### config.mk
export PLATFORM = sky130hd
export DESIGN_NAME = afem_top
export DESIGN_NICKNAME = d
export VERILOG_FILES = /design/src/afem_code_mem.v /design/src/afem_chksum.v /design/src/afem_top.v
export VERILOG_INCLUDE_DIRS = /design/src
export SDC_FILE = /design/constraint.sdc
export NUM_CORES = 1
export LEC_CHECK = 0
export BUFFER_PORTS_ARGS = -buffer_cell sky130_fd_sc_hd__buf_2
export CELL_PAD_IN_SITES_DETAIL_PLACEMENT = 0
export CELL_PAD_IN_SITES_GLOBAL_PLACEMENT = 1
export CORE_UTILIZATION = 29
export DETAILED_ROUTE_END_ITERATION = 8
export GPL_TIMING_DRIVEN = 1
export PLACE_DENSITY_LB_ADDON = 0.1
export SYNTH_ARGS = -nofsm -noshare
export SYNTH_HDL_FRONTEND = slang
export SYNTH_SLANG_ARGS = --single-unit
### constraint.sdc
create_clock -name pclk -period 7.39 [get_ports pclk]
set_clock_uncertainty 0.05 [all_clocks]
set_input_delay 1.478 -clock pclk [delete_from_list [all_inputs] [get_ports pclk]]
set_output_delay 1.478 -clock pclk [all_outputs]
set_load 0.02 [all_outputs]
### src/afem_map.vh
// Register map, field positions, reset values and error codes of the axis fault monitor
`ifndef AFEM_MAP_VH
`define AFEM_MAP_VH

// ****************************************************************
// Register byte offsets
// ****************************************************************
`define AFEM_OFF_STATUS   8'h00
`define AFEM_OFF_MASK     8'h04
`define AFEM_OFF_CTRL     8'h08
`define AFEM_OFF_STOPCFG  8'h0c
`define AFEM_OFF_SYSCODE  8'h10
`define AFEM_OFF_AXSTATE  8'h14
`define AFEM_OFF_CODE0    8'h20
`define AFEM_CODE_SPAN    8'h10

// ****************************************************************
// Field positions and reset values
// ****************************************************************
`define AFEM_NAX          4
`define AFEM_ST_SYS_BIT   4
`define AFEM_MASK_RST     5'h00
`define AFEM_STOPCFG_RST  4'h0

// ****************************************************************
// Error codes (decimal value in comment)
// ****************************************************************
`define AFEM_E_NOTREADY   16'h03ec
`define AFEM_E_FLS        16'h044d
`define AFEM_E_RLS        16'h044e
`define AFEM_E_XSTOP      16'h044f
`define AFEM_E_SERVO      16'h0450
`define AFEM_E_POWER      16'h0451
`define AFEM_E_CHKSUM     16'h04b1
`define AFEM_E_AMP        16'h0514
`define AFEM_E_NODRV      16'h0515
`define AFEM_E_PDM        16'h0516
`define AFEM_E_SYSBASE    16'h051e
`define AFEM_E_SYSMAX     5'h10
`define AFEM_E_NONE       16'h0000
// 1101, 1102, 1103, 1104, 1105 ; 1004 ; 1201 ; 1300, 1301, 1302, 1310..1326

`endif

### src/afem_code_mem.v
// Per-axis last-error-code store with one write port and a registered read
module afem_code_mem (
  input  wire        pclk,
  input  wire        presetn,
  input  wire        wr_en,
  input  wire [1:0]  wr_addr,
  input  wire [15:0] wr_data,
  input  wire [1:0]  rd_addr,
  output reg  [15:0] rd_data_q
);
  reg [15:0] mem_q [0:3];
  integer k;

  always @(posedge pclk or negedge presetn) begin
    if (!presetn) begin
      for (k = 0; k < 4; k = k + 1) begin
        mem_q[k] <= 16'h0000;
      end
      rd_data_q <= 16'h0000;
    end else begin
      if (wr_en) begin
        mem_q[wr_addr] <= wr_data;
      end
      rd_data_q <= mem_q[rd_addr];
    end
  end
endmodule // afem_code_mem

### src/afem_chksum.v
// Power-up sum check over the streamed backup data
module afem_chksum (
  input  wire        pclk,
  input  wire        presetn,
  input  wire        bk_valid,
  input  wire        bk_last,
  input  wire [15:0] bk_word,
  input  wire [15:0] bk_expect,
  output reg         done_q,
  output reg         bad_q
);
  reg  [15:0] sum_q;
  wire [15:0] sum_d;

  assign sum_d = sum_q + bk_word;

  // Only the first stream after reset counts; later words are ignored
  always @(posedge pclk or negedge presetn) begin
    if (!presetn) begin
      sum_q  <= 16'h0000;
      done_q <= 1'b0;
      bad_q  <= 1'b0;
    end else if (bk_valid && !done_q) begin
      sum_q <= sum_d;
      if (bk_last) begin
        done_q <= 1'b1;
        bad_q  <= (sum_d != bk_expect);
      end
    end
  end
endmodule // afem_chksum

### src/afem_top.v
// Axis fault monitor: error detection, stop reaction, start gating and APB registers
//
// Contract
// - Positioning errors use codes 1100 to 1199
// - Forward limit off moving forward: 1101
// - Reverse limit off moving reverse: 1102
// - Codes 1101-1103 stop per stop setting
// - Servo error while moving: 1104, instant stop
// - Servo error cleared: start accepted again
// - Amplifier power lost moving: 1105, flag changes
// - Absolute system errors use codes 1200-1299
// - Power-up backup checksum mismatch: 1201, no start
// - Power-up system checks, codes 1300-1399
// - Amplifier mismatch or drive fault: 1300
// - No drive module enabled: 1301, inoperable
// - Detector module mismatch: 1302, no start
// - Config, parameter or internal fault: 1310-1326
// - Start refused while servo not ready
`include "afem_map.vh"

module afem_top (
  input  wire        pclk,
  input  wire        presetn,
  input  wire        psel,
  input  wire        penable,
  input  wire        pwrite,
  input  wire [7:0]  paddr,
  input  wire [31:0] pwdata,
  output reg  [31:0] prdata,
  output reg         pready,
  output reg         pslverr,
  input  wire [3:0]  axis_start,
  input  wire [3:0]  axis_dir_fwd,
  input  wire [3:0]  axis_zero_return,
  input  wire [3:0]  axis_motion_done,
  input  wire [3:0]  forward_limit_switch,
  input  wire [3:0]  reverse_limit_switch,
  input  wire [3:0]  external_stop_flag,
  input  wire [3:0]  servo_error_flag,
  input  wire [3:0]  amp_power_ok,
  input  wire [3:0]  amp_fitted,
  input  wire [3:0]  amp_configured,
  input  wire        drive_fitted,
  input  wire        drive_enabled,
  input  wire        drive_fault,
  input  wire [3:0]  position_detector_module,
  input  wire [3:0]  pdm_configured,
  input  wire        sys_fault_valid,
  input  wire [4:0]  sys_fault_index,
  input  wire        bk_valid,
  input  wire        bk_last,
  input  wire [15:0] bk_word,
  input  wire [15:0] bk_expect,
  output reg  [3:0]  axis_run_q,
  output reg  [3:0]  decel_stop_q,
  output reg  [3:0]  quick_stop_q,
  output reg  [3:0]  servo_ready_state_flag,
  output reg         irq_q
);

  // ****************************************************************
  // Power-up check sequencer
  // ****************************************************************
  localparam [2:0] ST_CHECK = 3'b001;
  localparam [2:0] ST_RUN   = 3'b010;
  localparam [2:0] ST_LOCK  = 3'b100;

  reg  [2:0]  state_q;
  reg  [15:0] syscode_q;
  wire        chk_done;
  wire        chk_bad;
  reg  [15:0] sys_code_d;

  afem_chksum u_chk (
    .pclk      (pclk),
    .presetn   (presetn),
    .bk_valid  (bk_valid),
    .bk_last   (bk_last),
    .bk_word   (bk_word),
    .bk_expect (bk_expect),
    .done_q    (chk_done),
    .bad_q     (chk_bad)
  );

  // Most severe finding wins; an inoperable machine outranks a mismatch
  always @* begin
    sys_code_d = `AFEM_E_NONE;
    if (!drive_fitted || !drive_enabled) begin
      sys_code_d = `AFEM_E_NODRV;
    end else if ((amp_fitted != amp_configured) || drive_fault) begin
      sys_code_d = `AFEM_E_AMP;
    end else if (position_detector_module != pdm_configured) begin
      sys_code_d = `AFEM_E_PDM;
    end else if (sys_fault_valid && (sys_fault_index <= `AFEM_E_SYSMAX)) begin
      sys_code_d = `AFEM_E_SYSBASE + {11'h000, sys_fault_index};
    end else if (chk_bad) begin
      sys_code_d = `AFEM_E_CHKSUM;
    end
  end

  // Checks are evaluated once, after the backup stream ends
  always @(posedge pclk or negedge presetn) begin
    if (!presetn) begin
      state_q   <= ST_CHECK;
      syscode_q <= `AFEM_E_NONE;
    end else begin
      case (state_q)
        ST_CHECK: begin
          if (chk_done) begin
            syscode_q <= sys_code_d;
            state_q   <= (sys_code_d == `AFEM_E_NONE) ? ST_RUN : ST_LOCK;
          end
        end
        ST_RUN:  state_q <= ST_RUN;
        ST_LOCK: state_q <= ST_LOCK; // Only a reset leaves lock-out
        default: state_q <= ST_LOCK;
      endcase
    end
  end

  // ****************************************************************
  // APB decode and registers
  // ****************************************************************
  function is_code_addr;
    input [7:0] a;
    begin
      is_code_addr = (a >= `AFEM_OFF_CODE0) &&
                     (a < (`AFEM_OFF_CODE0 + `AFEM_CODE_SPAN)) && (a[1:0] == 2'b00);
    end
  endfunction

  reg  [4:0]  status_q;
  reg  [4:0]  mask_q;
  reg  [3:0]  stopcfg_q;
  wire        wr_acc;
  wire        rd_first;
  wire [15:0] mem_rd;
  reg  [31:0] rd_mux;
  reg         rd_hit;

  // Write lands at the edge where pready is seen high
  assign wr_acc   = psel && penable && pready && pwrite;
  assign rd_first = psel && penable && !pready;

  always @* begin
    rd_hit = 1'b1;
    rd_mux = 32'h00000000;
    case (paddr)
      `AFEM_OFF_STATUS:  rd_mux = {27'h0000000, status_q};
      `AFEM_OFF_MASK:    rd_mux = {27'h0000000, mask_q};
      `AFEM_OFF_CTRL:    rd_mux = 32'h00000000;
      `AFEM_OFF_STOPCFG: rd_mux = {28'h0000000, stopcfg_q};
      `AFEM_OFF_SYSCODE: rd_mux = {13'h0000, state_q, syscode_q};
      `AFEM_OFF_AXSTATE: rd_mux = {20'h00000, quick_stop_q, decel_stop_q, axis_run_q};
      default: begin
        if (is_code_addr(paddr)) begin
          rd_mux = {16'h0000, mem_rd};
        end else begin
          rd_hit = 1'b0;
        end
      end
    endcase
  end

  // One wait state: the code store answers a cycle after its address
  always @(posedge pclk or negedge presetn) begin
    if (!presetn) begin
      pready  <= 1'b0;
      prdata  <= 32'h00000000;
      pslverr <= 1'b0;
    end else if (rd_first) begin
      pready  <= 1'b1;
      prdata  <= pwrite ? 32'h00000000 : rd_mux;
      pslverr <= !rd_hit || (pwrite && (is_code_addr(paddr) ||
                 (paddr == `AFEM_OFF_SYSCODE) || (paddr == `AFEM_OFF_AXSTATE)));
    end else begin
      pready  <= 1'b0;
      pslverr <= 1'b0;
    end
  end

  wire [3:0] clr_cmd;
  assign clr_cmd = (wr_acc && (paddr == `AFEM_OFF_CTRL)) ? pwdata[3:0] : 4'h0;

  always @(posedge pclk or negedge presetn) begin
    if (!presetn) begin
      mask_q    <= `AFEM_MASK_RST;
      stopcfg_q <= `AFEM_STOPCFG_RST;
    end else if (wr_acc) begin
      if (paddr == `AFEM_OFF_MASK) begin
        mask_q <= pwdata[4:0];
      end
      if (paddr == `AFEM_OFF_STOPCFG) begin
        stopcfg_q <= pwdata[3:0];
      end
    end
  end

  // ****************************************************************
  // Per-axis detection and reaction
  // ****************************************************************
  wire [3:0]  err_hit;
  wire [3:0]  err_quick;
  wire [3:0]  start_refused;
  wire [15:0] err_code [0:3];
  wire        start_allowed;

  assign start_allowed = (state_q == ST_RUN);

  genvar g;
  generate
    for (g = 0; g < `AFEM_NAX; g = g + 1) begin : g_axis
      wire moving;
      wire not_ready;
      wire e_fls;
      wire e_rls;
      wire e_xst;
      wire e_srv;
      wire e_pwr;

      assign moving    = axis_run_q[g];
      assign not_ready = servo_error_flag[g] || !amp_power_ok[g];
      // Checked in every control mode, except the external stop, which counts only in zero return
      assign e_fls = moving && axis_dir_fwd[g] && !forward_limit_switch[g];
      assign e_rls = moving && !axis_dir_fwd[g] && !reverse_limit_switch[g];
      assign e_xst = moving && axis_zero_return[g] && external_stop_flag[g];
      assign e_srv = moving && servo_error_flag[g];
      assign e_pwr = moving && !amp_power_ok[g];

      assign err_quick[g]     = e_srv || e_pwr;
      assign start_refused[g] = axis_start[g] && start_allowed && !moving && not_ready;
      assign err_hit[g]       = e_fls || e_rls || e_xst || err_quick[g] || start_refused[g];
      // Codes in 1100 range while moving
      assign err_code[g] = e_srv ? `AFEM_E_SERVO :
                           e_pwr ? `AFEM_E_POWER :
                           e_fls ? `AFEM_E_FLS :
                           e_rls ? `AFEM_E_RLS :
                           e_xst ? `AFEM_E_XSTOP : `AFEM_E_NOTREADY;

      always @(posedge pclk or negedge presetn) begin
        if (!presetn) begin
          axis_run_q[g]             <= 1'b0;
          decel_stop_q[g]           <= 1'b0;
          quick_stop_q[g]           <= 1'b0;
          servo_ready_state_flag[g] <= 1'b1;
        end else begin
          // Flag off means ready; power loss or servo error raises it
          servo_ready_state_flag[g] <= not_ready;
          if (err_quick[g]) begin
            axis_run_q[g]   <= 1'b0;
            quick_stop_q[g] <= 1'b1;
            decel_stop_q[g] <= 1'b0;
          end else if (moving && (e_fls || e_rls || e_xst)) begin
            // Stop style follows the per-axis stop setting
            axis_run_q[g]   <= 1'b0;
            decel_stop_q[g] <= !stopcfg_q[g];
            quick_stop_q[g] <= stopcfg_q[g];
          end else if (moving && axis_motion_done[g]) begin
            axis_run_q[g] <= 1'b0;
          end else if (axis_start[g] && start_allowed && !moving && !not_ready) begin
            // Restart allowed once the servo error has gone
            axis_run_q[g]   <= 1'b1;
            decel_stop_q[g] <= 1'b0;
            quick_stop_q[g] <= 1'b0;
          end
        end
      end
    end
  endgenerate

  // ****************************************************************
  // Code store write arbitration
  // ****************************************************************
  // Several axes may fault together; pending slots hold each until the
  // single write port takes it, lowest axis first.
  function [1:0] first_one;
    input [3:0] v;
    begin
      first_one = v[0] ? 2'd0 : v[1] ? 2'd1 : v[2] ? 2'd2 : 2'd3;
    end
  endfunction

  reg  [3:0]  pend_q;
  reg  [15:0] pcode_q [0:3];
  wire [1:0]  wsel;
  wire        wen;
  integer i;

  assign wsel = first_one(pend_q);
  assign wen  = |pend_q;

  always @(posedge pclk or negedge presetn) begin
    if (!presetn) begin
      pend_q <= 4'h0;
      for (i = 0; i < 4; i = i + 1) begin
        pcode_q[i] <= `AFEM_E_NONE;
      end
    end else begin
      for (i = 0; i < 4; i = i + 1) begin
        if (err_hit[i]) begin
          pend_q[i]  <= 1'b1;
          pcode_q[i] <= err_code[i];
        end else if (clr_cmd[i]) begin
          pend_q[i]  <= 1'b1;
          pcode_q[i] <= `AFEM_E_NONE; // Reset command clears the code
        end else if (wen && (wsel == i[1:0])) begin
          pend_q[i] <= 1'b0;
        end
      end
    end
  end

  afem_code_mem u_mem (
    .pclk      (pclk),
    .presetn   (presetn),
    .wr_en     (wen),
    .wr_addr   (wsel),
    .wr_data   (pcode_q[wsel]),
    .rd_addr   (paddr[3:2]),
    .rd_data_q (mem_rd)
  );

  // ****************************************************************
  // Interrupt status
  // ****************************************************************
  wire [4:0] ev;
  wire [4:0] w1c;
  reg        sys_ev_q;

  assign ev  = {sys_ev_q, err_hit};
  assign w1c = (wr_acc && (paddr == `AFEM_OFF_STATUS)) ? pwdata[4:0] : 5'h00;

  // Set wins over a clear in the same cycle
  always @(posedge pclk or negedge presetn) begin
    if (!presetn) begin
      sys_ev_q <= 1'b0;
      status_q <= 5'h00;
      irq_q    <= 1'b0;
    end else begin
      sys_ev_q <= (state_q == ST_CHECK) && chk_done && (sys_code_d != `AFEM_E_NONE);
      status_q <= (status_q & ~w1c) | ev;
      irq_q    <= |(((status_q & ~w1c) | ev) & mask_q);
    end
  end

endmodule // afem_top

== After elaboration in Yosys (flattened, before gate mapping) ==
Index checks and enable logic that the tools add are counted.
W data, S select, Z words.
Storage, ports and cells
  word-level logic and storage cells: 351
  output and inout port bits: 51
  input bits: 140
  bits in registers: 251
Cells by class
  bitwise operators: 6
  reductions and logical operators: 168
  muxes and demuxes: 109
  $lt $le $gt $ge: 6
  equality and inequality tests: 18
  add/subtract/negate cells: 2
Operators with widths (number)
  $mux W16: 17
  $mux W11: 21
  $pmux W19 S6: 1
  $logic_and A1 B1 Y1: 74
  $bmux W16 S2: 2
  $bwmux W64: 1
  $mux W1: 57
  $logic_not A1 Y1: 33
  $demux W16 S2: 1
  $mux W32: 1
  $logic_or A1 B1 Y1: 29
  $reduce_bool A3 Y1: 8
  $add A16 B16 Y16: 1
  $eq A8 B4 Y1 const B: 2
  $eq A8 B5 Y1 const B: 2
  $logic_not A16 Y1: 1
  $ne A16 B16 Y1: 1
  $reduce_and A2 Y1: 8
  $reduce_bool A16 Y1: 1
  $reduce_bool A4 Y1: 4
  $add A11 B5 Y12 const A: 1
  $mux W12: 1
  $ne A3 B3 Y1 const B: 4
  $and A5 B5 Y5: 2
  other kinds (26): 36

== Logic depth before layout (Yosys ltp) ==
  word-level depth: 10
  gate-level depth with buffers: 11
  mapped depth without buffers: 11

== By module ==
Synthesis repeated with hierarchy kept, for this count alone.
Unflattened totals
  cell total of the unflattened synthesis: 910
  area total of the unflattened synthesis: 10077.2 µm²
By module, submodules not included
  afem_top: times used 1, seq. area each 2433.6 µm², area an instance 5071.1 µm², cells each 525
  afem_code_mem: times used 1, seq. area each 2001.9 µm², area an instance 3193.1 µm², cells each 172
  afem_chksum: times used 1, seq. area each 450.4 µm², area an instance 1813.0 µm², cells each 213

== Worst setup path after synthesis ==
OpenSTA, ideal clock, no wires.
  kind: input to register
  start point: input bk_word[0]
  end point: register u_chk.bad_q
  data arrival time: 3794 ps
  slack: 3418 ps
  data required time: 7212 ps
  buffers on the path: 0
  library setup time: 128 ps
  stages: 11
  cell sequence: ha_1 -> inv_1 -> fa_1 -> and2b_4 -> o2111a_2 -> o311ai_1 -> and2b_1 -> xnor3_1 -> or4_1 -> nor4_1 -> a21boi_1
Between the ends
  longest elaborated chain between the ends: 2
Ends and longest elaborated chain
  start: declaration: line afem_top.v:52  | input wire [15:0] bk_word,
  $add A16 B16 Y16: line afem_chksum.v:15  | assign sum_d = sum_q + bk_word;
  $ne A16 B16 Y1: line afem_chksum.v:27  | bad_q <= (sum_d != bk_expect);
  end signal: assignment: line afem_chksum.v:27
  end: declaration: line afem_chksum.v:10  | output reg bad_q
No other way between the ends.
A chain may end at the register's enable or synchronous reset.

== Worst setup path in the final report ==
Same ends and word-level chain as after synthesis.

==> run metrics <==
DR iter-0 viols 247; Detail Placement HPWL 17,030 um; Yosys warnings 0; post-layout net count 1,085; Synth-to-Final Area Change 19.75%; gr ovfl total 0; most common cell after layout, fill and taps aside buf_2; share of cells above drive strength 1 27.84%; Critical R2R Capture u_chk.bad_q; Reg2Reg Setup Slack around 4 ns; Ports 191; Syn Area/Cell 10.08 um2; post-CTS setup buffers 0; Power Density 279.1 nW/um2; cell count of the worst reg-to-reg path 11; critical path's largest stage delay about 0.52 ns; switching share of power 33.82%; Internal 1.764 mW; post-synth top area share 44.24%; share of power burned in registers roughly 37%; end of the worst hold path prdata[17]; worst path arrival time 4.43 ns; Main synth FF type dfrtp_1; clock sinks 146; fin crit period about 4.2 ns; first-pass GRT wire length roughly 36,000 um; Routed Antenna Nets 0; Worst Path Buf+Inv 2; Fin Setup TNS 0 ns; hold_buf cts 0; status completed; CTS tree built; initial core utilization 29.59%; total track usage 16.59%; clk buf depth 2; crit start category input port; Worst-path clk slew about 0.06 ns; Cell Chain, Critical Path buf_2 -> ha_1 -> inv_1 -> fa_1 -> and2b_4 -> o2111a_2 -> o31ai_1 -> o2111a_1 -> o2111ai_1 -> or4_1 -> nor4_1 -> a21boi_1; Port Buf Inserts approximately 150; Synth cell types between 80 and 90; leading cell types in the layout, fill and taps excluded 145 x buf_2, 141 x dfrtp_1, 129 x nand2_1, 46 x nor2_1, 45 x o21ai_0; net switching power figure 0.9017 mW; crit-path max FO 6; asr flop ratio synth 100.0%; Top delay family on crit path compound AO/OA/AOI/OAI gates; Design Power 2.666 mW; CTS resizes 0; worst-skew pair later-pin latency 0.43 ns; H-tree Lvls 4; Cells after Synth approximately 790; synth top area cells dfrtp_1 44%, nand2_1 6.1%, mux2_2 5.9%; Yosys top cell by area dfrtp_1; EDFF count, synth 0; Seq/Total Area, Yosys 45.89%; Wirelength per Cell 17.74 um; peak supply drop 0.1406 mV; core area 26,950 um2; vias approximately 6.2k; Residual DRC 0; Hold Path Stages 2; Setup-failing EPs final 0; maxcap violations 0; # fillers ~2.8k; antenna violations before repair 0; Pre-Repair DR Iteration Count 4; FF-to-FF Start u_chk.sum_q[0]; final hold violations 0; register area ~3700 um2; post-DR vias/cell 4.839; Clk network pwr share approximately 33%; cell at the slowest stage of the critical path o31ai_1; Critical Path RT 7.64 ns; n_diodes 0; worst hold start prdata[17]; RSZ-0062 raised after global routing false; RePlAce Congestion 0.7370; combinational share of power 30.8%; TritonCTS Buffers 17; ratio of final minimum period to clock period ~57%; Worst-Margin Slew 0.9221 ns; Hold WC Path Type flop to flop; register bit total from synthesis about 150; Core Rows 60; slew margin rel. 38.53%; total die area 28,170 um2; Final Max Slew Viols 0; Synth Cell Area between 7000 and 8000 um2; CP Capture Type flop; leakage 4.589 nW; Die Y-Extent 167.8 um; root buf cell clkbuf_16; area of the multi-input gates roughly 4000 um2; largest net degree at the start of global routing 94; critical path type input port to flop; Die Width between 150 and 200 um; vias in the first global route 6,205; Total Routed Length 22,750 um; FMAX 0.2390 GHz
[routing by layer]
layer	routed length, um	track usage (%)
met2	10900	27.66
met3	670	3.173
met4	169	3.311
met5	0	0
met1	11010	22.40
[per-stage QoR]
stage	cell area [um2]	worst slack, ns	hold slack [ns]	utilization [%]	instances
6_report	9550	3.207	0.4222	35.44	1282
5_1_grt	9550	2.966	0.4421	35.44	1282
4_1_cts	9550	3.133	0.4275	35.44	1282
3_5_place_dp	8977	2.690	0.4049	33.31	1250
3_3_place_gp	8977	2.673	0.4087	33.31	1250
2_1_floorplan	8035	3.418	0.3733	-	807
[layout make-up]
cell class,instances,share of cell area (%)
multi-input cells,586,42.00
flip-flops and latches,146,38.32
repair buffers,153,8.267
clock buffers,18,4.494
well taps,341,4.467
clock inverters,14,1.507
inverters,24,0.9433
[state kept, by name (all words and copies together) (netlist names), 5 cells and up]
signal,count
prdata,15
u_mem.rd_data_q,7
u_chk.sum_q,16
mask_q,5
u_mem.mem_q,28
pcode_q,28
status_q,5
syscode_q,9
[worst reg2reg max path: stages, from the launching register on]
cell and delay (ns):
dfrtp_1 0.38, ha_1 0.21, inv_1 0.08, fa_1 0.20
and2b_4 0.20, o2111a_2 0.30, o31ai_1 0.52, o2111a_1 0.27
o2111ai_1 0.16, or4_1 0.44, nor4_1 0.31, a21boi_1 0.12
[Yosys cell counts, drive strengths merged (9+ instances only)]
library cell,number
xor2,20
xnor2,11
mux2i,9
nand2b,13
inv,24
clkbuf,21
dfrtp,141
and2,10
buf,30
nand2,129
mux2,42
nor2,47
a21oi,43
ha,16
a21o,17
nand3,11
o21ai,46
[logic make-up after synthesis]
family                     Yosys count  synth area share [%]
muxes                               58                 9.037
DFF                                146                 45.89
other                                1               0.04702
adders and majority gates           17                 2.761
and+or+nand+nor                    272                 16.43
buffers and inverters               75                 4.707
AOI/OAI and AO/OA                  186                 16.29
xor gates and xnor gates            36                 4.848
[power groups by stage]
stage | sequential, mW | combinational, mW | clock (mW)
5_1_grt | 0.993 | 0.917 | 0.920
4_1_cts | 0.980 | 0.833 | 0.890
3_5_place_dp | 0.993 | 0.828 | 0
6_report | 0.978 | 0.821 | 0.867
3_3_place_gp | 0.994 | 0.831 | 0
2_1_floorplan | 0.972 | 0.636 | 0
[worst max path at each step]
stage / from / endpoint / slack (ns) / cells after the start
floorplan: bk_word[0] / u_chk.bad_q / 3.42 / 11
global placement: bk_word[0] / u_chk.bad_q / 2.67 / 12
detailed placement: bk_word[0] / u_chk.bad_q / 2.69 / 12
CTS: bk_word[0] / u_chk.bad_q / 3.13 / 12
global route: bk_word[0] / u_chk.bad_q / 2.97 / 12
finish: bk_word[0] / u_chk.bad_q / 3.21 / 12
Power figures use the tool's default switching activity.
